**src/card_panel_pkg.sv**
```systemverilog
// Purpose: Shared constants for the card reader status word and operator panel logic.
// Assumes: One system clock; host command word presented with a one-cycle read strobe.
// Notes:   Status bit positions, command field positions and reset values live here.
package card_panel_pkg;

    localparam int STATUS_W = 16;
    localparam int CMD_W    = 16;
    localparam int EQUIP_W  = 4;
    localparam int AMP_W    = 12;

    // Command word fields.
    localparam int CMD_DIR_LO    = 0;
    localparam int CMD_DIR_HI    = 1;
    localparam int CMD_EQUIP_LO  = 7;
    localparam int CMD_EQUIP_HI  = 10;
    localparam int CMD_ROUTE_LO  = 11;
    localparam int CMD_ROUTE_HI  = 15;
    localparam logic [1:0] DIR_LEVEL2 = 2'h3;

    // Transport fault status word bit positions.
    localparam int ST_HOPPER_EMPTY = 0;
    localparam int ST_STACKER_FULL = 1;
    localparam int ST_FAIL_TO_FEED = 2;
    localparam int ST_READ_JAM     = 3;
    localparam int ST_POST_JAM     = 4;
    localparam int ST_STACKER_JAM  = 5;
    localparam int ST_PREREAD_ERR  = 6;
    localparam int ST_MANUAL       = 8;
    localparam int ST_INTERLOCK    = 10;

    localparam logic [STATUS_W-1:0] STATUS_RESET = 16'h0000;
    localparam logic [STATUS_W-1:0] STATUS_USED  = 16'h057f;

    typedef enum logic [1:0] {
        RDY_IDLE     = 2'b00,
        RDY_READY    = 2'b01,
        RDY_STOPPING = 2'b10
    } ready_e;

endpackage : card_panel_pkg

```
**src/panel_press_if.sv**
```systemverilog
// Purpose: Carries debounced panel button levels and their press/release pulses.
// Assumes: Button levels are synchronous to the clock.
// Notes:   Bit order: 0 ready, 1 single cycle, 2 deck_tail_hold_button hold, 3 protect.
`timescale 1ns/1ps
interface panel_press_if #(parameter int N = 4);
    logic [N-1:0] level;
    logic [N-1:0] press;
    logic [N-1:0] release_p;

    modport detector (input level, output press, output release_p);
    modport user     (output level, input press, input release_p);
endinterface : panel_press_if

```
**src/panel_press_detect.sv**
```systemverilog
// Purpose: Turns panel button levels into one-cycle press and release pulses.
// Assumes: Levels are clean and synchronous.
// Notes:   One flop per button holds the previous level.
`timescale 1ns/1ps
module panel_press_detect #(
    parameter int N = 4
) (
    input  wire logic        clock,
    input  wire logic        sys_rst,
    panel_press_if.detector  btn
);
    import card_panel_pkg::*;

    typedef struct packed {
        logic [N-1:0] prev;
    } state_s;

    state_s state_q;
    state_s state_d;

    always_comb begin
        state_d.prev = btn.level;
    end

    for (genvar i = 0; i < N; i++) begin : g_edge
        assign btn.press[i]     = btn.level[i] & ~state_q.prev[i];
        assign btn.release_p[i] = ~btn.level[i] & state_q.prev[i];
    end

    always_ff @(posedge clock) begin
        if (sys_rst) begin
            state_q <= '0;
        end else begin
            state_q <= state_d;
        end
    end

endmodule : panel_press_detect

```
**src/card_reader_fault_status_panel.sv**
```systemverilog
// Purpose: Level-2 transport fault status word and operator/maintenance panel control.
// Assumes: Sensor, switch and host signals are synchronous to clock.
// Notes:   An addressed host read is answered one cycle after its strobe with reply or reject.
//
// Overview of operation
// - Read with both low command bits set returns the status word on sixteen lines.
// - Respond only when command equipment bits equal the equipment select switches.
// - Status bit zero is one while the input hopper is empty.
// - Status bit one is one while the stacker sensor reports full.
// - Bit two sets when feed completes, ready station empty, hopper has cards.
// - Jams report on bit three read area, four post read, five stacker.
// - Bit six sets when the pre-read check finds an amplifier failure.
// - Bit eight is one while the free-run maintenance switch is on.
// - Bit ten is one while the door interlock is de-energized.
// - Bits seven, nine and eleven to fifteen carry no status.
// - Ready press feeds a card if station empty and no not-ready cause.
// - Ready press clears fail-to-feed and pre-read alert indications.
// - Ready press and release while ready ends after current operation, then not-ready.
// - Single-cycle press runs one card cycle only while not ready.
// - Deck_tail_hold_button button toggles hold; set lights lamp and raises status.
// - With deck_tail_hold_button set, stay ready after the hopper empties.
// - Transport fault lamp latches on feed failure or jam; ready or single-cycle clears.
// - Pre-read: amplifiers all on when uncovered, all off when covered; else alert.
// - Lid-open lamp lights while the top lid interlock reports open.
// - Protect press toggles protection; protected accepts only protect-line commands.
// - Free-run detaches host and feeds at full rate while ready; ready starts/stops.
// - Reset-inhibit switch disables automatic reset only while free-run is on.
`timescale 1ns/1ps
module card_reader_fault_status_panel #(
    parameter int AMP_N = card_panel_pkg::AMP_W
) (
    input  wire logic                                 clock,
    input  wire logic                                 sys_rst,
    input  wire logic                                 master_clear,
    input  wire logic                                 host_read,
    input  wire logic [card_panel_pkg::CMD_W-1:0]     host_cmd,
    input  wire logic                                 host_protect,
    input  wire logic [card_panel_pkg::EQUIP_W-1:0]   equip_select_sw,
    output logic [card_panel_pkg::STATUS_W-1:0]       host_data,
    output logic                                      host_data_oe,
    output logic                                      host_reply,
    output logic                                      host_reject,
    input  wire logic                                 power_ok,
    input  wire logic                                 hopper_empty,
    input  wire logic                                 stacker_full,
    input  wire logic                                 ready_station_card,
    input  wire logic                                 feed_cycle_done,
    input  wire logic                                 card_busy,
    input  wire logic                                 read_area_jam,
    input  wire logic                                 post_read_jam,
    input  wire logic                                 stacker_area_jam,
    input  wire logic                                 preread_light_check,
    input  wire logic                                 preread_dark_check,
    input  wire logic [AMP_N-1:0]                     amp_on,
    input  wire logic                                 door_interlock_energized,
    input  wire logic                                 top_lid_open,
    input  wire logic                                 ready_button,
    input  wire logic                                 single_cycle_button,
    input  wire logic                                 deck_tail_hold_button,
    input  wire logic                                 protect_button,
    input  wire logic                                 free_run_sw,
    input  wire logic                                 reset_inhibit_sw,
    output logic                                      feed_card,
    output logic                                      host_ops_enable,
    output logic                                      auto_reset_enable,
    output logic                                      ready_lamp,
    output logic                                      feed_alert_lamp,
    output logic                                      read_alert_lamp,
    output logic                                      lid_open_lamp,
    output logic                                      deck_tail_lamp,
    output logic                                      deck_tail_status,
    output logic                                      protect_lamp,
    output logic                                      host_detached
);
    import card_panel_pkg::*;

    localparam int B_READY  = 0;
    localparam int B_SINGLE = 1;
    localparam int B_EOF    = 2;
    localparam int B_PROT   = 3;

    typedef struct packed {
        ready_e                rdy;
        logic                  fail_to_feed;
        logic                  jam_read;
        logic                  jam_post;
        logic                  jam_stacker;
        logic                  preread_err;
        logic                  feed_alert;
        logic                  eof_hold;
        logic                  protect;
        logic                  stop_armed;
        logic                  feed;
        logic                  reply;
        logic                  reject;
        logic                  data_oe;
        logic [STATUS_W-1:0]   data;
    } state_s;

    state_s state_q;
    state_s state_d;

    panel_press_if #(.N(4)) btn ();

    assign btn.level = {protect_button, deck_tail_hold_button,
                        single_cycle_button, ready_button};

    panel_press_detect #(
        .N (4)
    ) u_press (
        .clock   (clock),
        .sys_rst (sys_rst),
        .btn     (btn)
    );

    logic                is_ready;
    logic                not_ready_cause;
    logic                any_jam;
    logic                preread_bad;
    logic                clear_alerts;
    logic                clear_feed_alert;
    logic                addressed;
    logic                accepted;
    logic [STATUS_W-1:0] status_word;

    always_comb begin
        is_ready = (state_q.rdy != RDY_IDLE);
        any_jam  = read_area_jam | post_read_jam | stacker_area_jam;
        // Hopper empty only blocks ready when the deck_tail_hold_button hold is off.
        not_ready_cause = ~power_ok | stacker_full | any_jam | top_lid_open
                        | (hopper_empty & ~state_q.eof_hold);
        preread_bad = (preread_light_check & ~(&amp_on))
                    | (preread_dark_check & (|amp_on));
        clear_alerts     = btn.press[B_READY] | master_clear;
        clear_feed_alert = btn.press[B_READY] | btn.press[B_SINGLE] | master_clear;
        addressed = (host_cmd[CMD_EQUIP_HI:CMD_EQUIP_LO] == equip_select_sw)
                  & (host_cmd[CMD_ROUTE_HI:CMD_ROUTE_LO] == '0);
        accepted  = host_read & addressed & (~state_q.protect | host_protect)
                  & (host_cmd[CMD_DIR_HI:CMD_DIR_LO] == DIR_LEVEL2);
    end

    // Status word assembled from live sensors and latched conditions.
    always_comb begin
        status_word                  = STATUS_RESET;
        status_word[ST_HOPPER_EMPTY] = hopper_empty;
        status_word[ST_STACKER_FULL] = stacker_full;
        status_word[ST_FAIL_TO_FEED] = state_q.fail_to_feed;
        status_word[ST_READ_JAM]     = state_q.jam_read;
        status_word[ST_POST_JAM]     = state_q.jam_post;
        status_word[ST_STACKER_JAM]  = state_q.jam_stacker;
        status_word[ST_PREREAD_ERR]  = state_q.preread_err;
        status_word[ST_MANUAL]       = free_run_sw;
        status_word[ST_INTERLOCK]    = ~door_interlock_energized;
        status_word                  = status_word & STATUS_USED;
    end

    always_comb begin
        state_d = state_q;

        // Sticky conditions: a new event in the clearing cycle wins.
        state_d.fail_to_feed = (state_q.fail_to_feed & ~clear_alerts)
                             | (feed_cycle_done & ~ready_station_card & ~hopper_empty);
        state_d.preread_err  = (state_q.preread_err & ~clear_alerts) | preread_bad;
        state_d.jam_read     = (state_q.jam_read & ~clear_feed_alert) | read_area_jam;
        state_d.jam_post     = (state_q.jam_post & ~clear_feed_alert) | post_read_jam;
        state_d.jam_stacker  = (state_q.jam_stacker & ~clear_feed_alert) | stacker_area_jam;
        state_d.feed_alert   = (state_q.feed_alert & ~clear_feed_alert) | any_jam
                             | (feed_cycle_done & ~ready_station_card & ~hopper_empty);

        if (btn.press[B_EOF]) begin
            state_d.eof_hold = ~state_q.eof_hold;
        end
        if (btn.press[B_PROT]) begin
            state_d.protect = ~state_q.protect;
        end

        state_d.feed       = 1'b0;
        state_d.stop_armed = 1'b0;
        unique case (state_q.rdy)
            RDY_IDLE: begin
                if (btn.press[B_READY] && !not_ready_cause) begin
                    state_d.rdy  = RDY_READY;
                    state_d.feed = ~ready_station_card;
                end else if (btn.press[B_SINGLE]) begin
                    state_d.feed = 1'b1;
                end
            end
            RDY_READY: begin
                // Only a press made while ready arms the stop, so releasing the press
                // that made the reader ready does not take it straight out again.
                state_d.stop_armed = btn.press[B_READY]
                                   | (state_q.stop_armed & btn.level[B_READY]);
                if (not_ready_cause) begin
                    state_d.rdy = RDY_IDLE;
                end else if (btn.release_p[B_READY] && state_q.stop_armed) begin
                    state_d.rdy = RDY_STOPPING;
                end else if (free_run_sw && !card_busy && !state_q.feed) begin
                    state_d.feed = 1'b1;
                end
            end
            RDY_STOPPING: begin
                if (!card_busy || not_ready_cause) begin
                    state_d.rdy = RDY_IDLE;
                end
            end
            default: begin
                state_d.rdy = RDY_IDLE;
            end
        endcase

        if (master_clear) begin
            state_d.eof_hold = 1'b0;
        end

        // Host answer: data and strobe registered one cycle after the read.
        state_d.reply   = accepted;
        state_d.reject  = host_read & addressed & ~accepted;
        state_d.data_oe = accepted;
        state_d.data    = accepted ? status_word : STATUS_RESET;
    end

    always_ff @(posedge clock) begin
        if (sys_rst) begin
            state_q     <= '0;
            state_q.rdy <= RDY_IDLE;
        end else begin
            state_q <= state_d;
        end
    end

    assign host_data         = state_q.data;
    assign host_data_oe      = state_q.data_oe;
    assign host_reply        = state_q.reply;
    assign host_reject       = state_q.reject;
    assign feed_card         = state_q.feed;
    assign ready_lamp        = is_ready;
    assign host_detached     = free_run_sw & is_ready;
    assign host_ops_enable   = (state_q.rdy == RDY_READY) & ~free_run_sw;
    assign auto_reset_enable = ~(reset_inhibit_sw & free_run_sw);
    assign feed_alert_lamp   = state_q.feed_alert;
    assign read_alert_lamp   = state_q.preread_err;
    assign lid_open_lamp     = top_lid_open;
    assign deck_tail_lamp    = state_q.eof_hold;
    assign deck_tail_status  = state_q.eof_hold;
    assign protect_lamp      = state_q.protect;

endmodule : card_reader_fault_status_panel

```
**config.mk**
```make
export PLATFORM = sky130hd
export DESIGN_NAME = card_reader_fault_status_panel
export DESIGN_NICKNAME = d
export VERILOG_FILES = /design/src/card_panel_pkg.sv /design/src/panel_press_if.sv /design/src/panel_press_detect.sv /design/src/card_reader_fault_status_panel.sv
export SDC_FILE = /design/constraint.sdc
export NUM_CORES = 1
export LEC_CHECK = 0
export BUFFER_PORTS_ARGS = -buffer_cell sky130_fd_sc_hd__buf_2
export CAP_MARGIN = 20
export CORE_MARGIN = 2
export CORE_UTILIZATION = 36
export CTS_CLUSTER_DIAMETER = 100
export DETAILED_ROUTE_END_ITERATION = 16
export HOLD_SLACK_MARGIN = 0.08
export PLACE_DENSITY = 0.74
export SETUP_SLACK_MARGIN = 0.4
export SLEW_MARGIN = 20
export SYNTH_ARGS = -nofsm -noshare
export SYNTH_HDL_FRONTEND = slang
export SYNTH_SLANG_ARGS = --single-unit
export TNS_END_PERCENT = 20
```
**constraint.sdc**
```tcl
create_clock -name clock -period 1.1 [get_ports clock]
set_input_delay 0.22 -clock clock [delete_from_list [all_inputs] [get_ports clock]]
set_output_delay 0.22 -clock clock [all_outputs]
set_load 0.05 [all_outputs]
```
==> reports/results.txt <==
H-Tree Level Count = 1
Initial antenna violation count = 0
GR Util met3 = 1.98%
Yosys warns = 0
Failing checks = negative setup slack
Seq/Total Area, Yosys = 44.0%
Die Area = 0.00390 mm^2
CP required = 0.88 ns
Fillers = 266
TritonCTS Buffers = 3
Critical Path AT = 1.17 ns
Fraction of registers with async set/reset = 0%
DR iter-0 viols = 15
Max-cap viol count = 0
Skew final = 0.00413 ns
Area share of fa/ha/maj cells after synthesis = 0%
Max Transition Viols Final = 0
Synth Register Bits = 27
Drt pass-1 iters = 4
Post-synthesis mux area share = 0.815%
Synthesis-to-layout area growth = 72.7%
Leak pwr = 0.000952 uW
Largest net degree at the start of global routing = 16
Fin crit period = 1.39 ns
Mapped Cells = 129
Max Root-Sink Buffers = 2
Crit. End Element = output port
Final hold vios = 0
Clk pin slew, worst setup/hold paths = 0.14 ns
Layout cell share with drive strength beyond 1 = 69.2%
GR Layer Usage met1 = 16.3%
Setup Viol. Count Final = 6
Post-synth top area share = 44.0%
Die Height = 62.4 um
Vias in the first global route = 1101
Syn avg cell area = 9.52 um^2
Post-DP HPWL = 2.07 mm
RSZ-0062 raised after global routing = true
Largest family of logic cells by synthesized area = simple AND/OR/NAND/NOR gates
Clock Tree Root = clkbuf_4
Pre-CTS WS = -0.191 ns
Synth Flop Type = dfxtp_1
Clk Latency, worst-skew pair = 0.31 ns
DP Area = 0.00162 mm^2
Core footprint = 0.00331 mm^2
GPL Wtd Cong = 0.825
Power Dens Cells = 917 mW/mm^2
CTS tree = done
Outcome = complete, but fails checks
Site Rows = 21
GRT Total Usage = 14.7%
Synth unique cells = 32
Starting Density = 37.1%
Xor and xnor area share after synthesis = 6.72%
Detail Route Antenna Nets = 0
Clk sink count = 27
Via-to-Cell Ratio = 4.68
Routed WL per cell = 12.7 um
Die Span X = 62.4 um
Crit start category = flip-flop
Commonest cells after routing, fill and taps aside = 48 x buf_2, 19 x buf_8, 14 x dfxtp_2
Finished Cell Area = 0.00212 mm^2
DRT Wirelength = 3.23 mm
Crit path kind = reg2out
Power Total = 1950 uW
Mapped cell area = 0.00123 mm^2
Top-level I/O count = 86
Global route hottest layer = met2
Diodes inserted = 0
Peak VDD IR = 0.411 mV
Via count = 1189
Flip-flop and latch area = 577 um^2
Post-synthesis compound-gate area fraction = 7.54%
Cells taking the most area after synthesis = dfxtp_1 44%, buf_4 12%, xnor2_2 5.3%, and2_1 4.6%, nor2b_1 3.6%
FMAX = 0.721 GHz
Number of synthesized flops with an enable pin = 0
Setup ws final = -0.287 ns
Residual DRC count = 0
Tcrit/Tclk final = 126%
Commonest non-fill, non-tap cell in the layout = buf_2
Multi-input gate area = 721 um^2
Simple-gate share of the synthesized area = 27.2%
I/O Buffers = 73
Overflow after GRT = 0
Crit path max fanout = 3
Cell taking the most area after synthesis = dfxtp_1
Min-delay worst type = in2reg
Post-route setup TNS = -0.783 ns
First-pass GRT wire length = 4.75 mm
Met2 GRT Util = 29.0%
Final net count = 265
[per-layer routing]
layer,routed length (um),part of all wire [%]
met4,48,1.5
met3,142,4.4
met5,0,0
met1,1240,38
met2,1800,56
[worst paths after layout]
kind | endpoint | startpoint | depth (start not counted) | slack, ns
max | host_detached | state_q[29] | 4 | -0.29
min | host_data[10] | door_interlock_energized | 2 | 0.04
max reg2reg | feed_card | u_press.state_q[0] | 4 | -0.03
min reg2reg | state_q[28] | state_q[28] | 2 | 0.47
[synth_stat cells, drive strengths merged, types with 2 or more instances]
cell type	instances
dfxtp	27
buf	19
nor2	11
and2	9
nor2b	7
nand2	6
xnor2	6
a21oi	5
inv	5
nand4	5
nor4	5
nor3	4
nor3b	3
a31oi	2
nand2b	2
[critical path, cell delays in order (launching register included)]
cell     delay [ns]
dfxtp_4        0.39
nor2_4         0.14
inv_4          0.05
and2_4         0.14
buf_8          0.14
[sequential cells by signal (all words and copies together) (netlist names)]
register	count
host_data	9
u_press.state_q	4
feed_card	1
protect_lamp	1
feed_alert_lamp	1
host_data_oe	1
read_alert_lamp	1
deck_tail_lamp	1
host_reject	1
state_q	7
[timing repair]
action / CTS / global route
setup endpoints to repair: 46 / 46
cloned: 0 / 1
setup buffers: 6 / 3
hold endpoints to repair: 1 / 1
resized for setup: 95 / 19
pin swaps: 17 / 24
[logic make-up (layout without fill, tap and decap cells)]
kind of cell | after synthesis | after routing
compound gates | 13 | 13
xor+xnor | 6 | 6
buf+inv | 25 | 97
flops | 27 | 27
mux | 1 | 1
other cells | 1 | 7
simple gates | 56 | 57
[layout make-up]
type / count / area share [%]
timing repair buffer: 88 / 33.8
tap: 46 / 2.71
clock buffer: 4 / 1.24
sequential: 27 / 27.2
multi-input combinational: 84 / 34.0
inverter: 5 / 1.12
[power by group]
| part | internal, uW | switching, uW | leakage (uW) |
|---|---|---|---|
| sequential | 1000 | 26.9 | 0.000231 |
| clock | 142 | 282 | 0.0000150 |
| combinational | 225 | 272 | 0.000706 |
| total | 1370 | 580 | 0.000952 |
[stage by stage]
stage	hold WS (ns)	utilization, %	cells
6_report	0.0403	64.1	254
2_1_floorplan	0.288	-	135
3_5_place_dp	0.389	49.0	240
5_1_grt	0.0164	64.1	254
3_3_place_gp	0.384	49.0	240
4_1_cts	0.0446	60.8	250
Note: power is estimated with default switching activity, not from simulation.
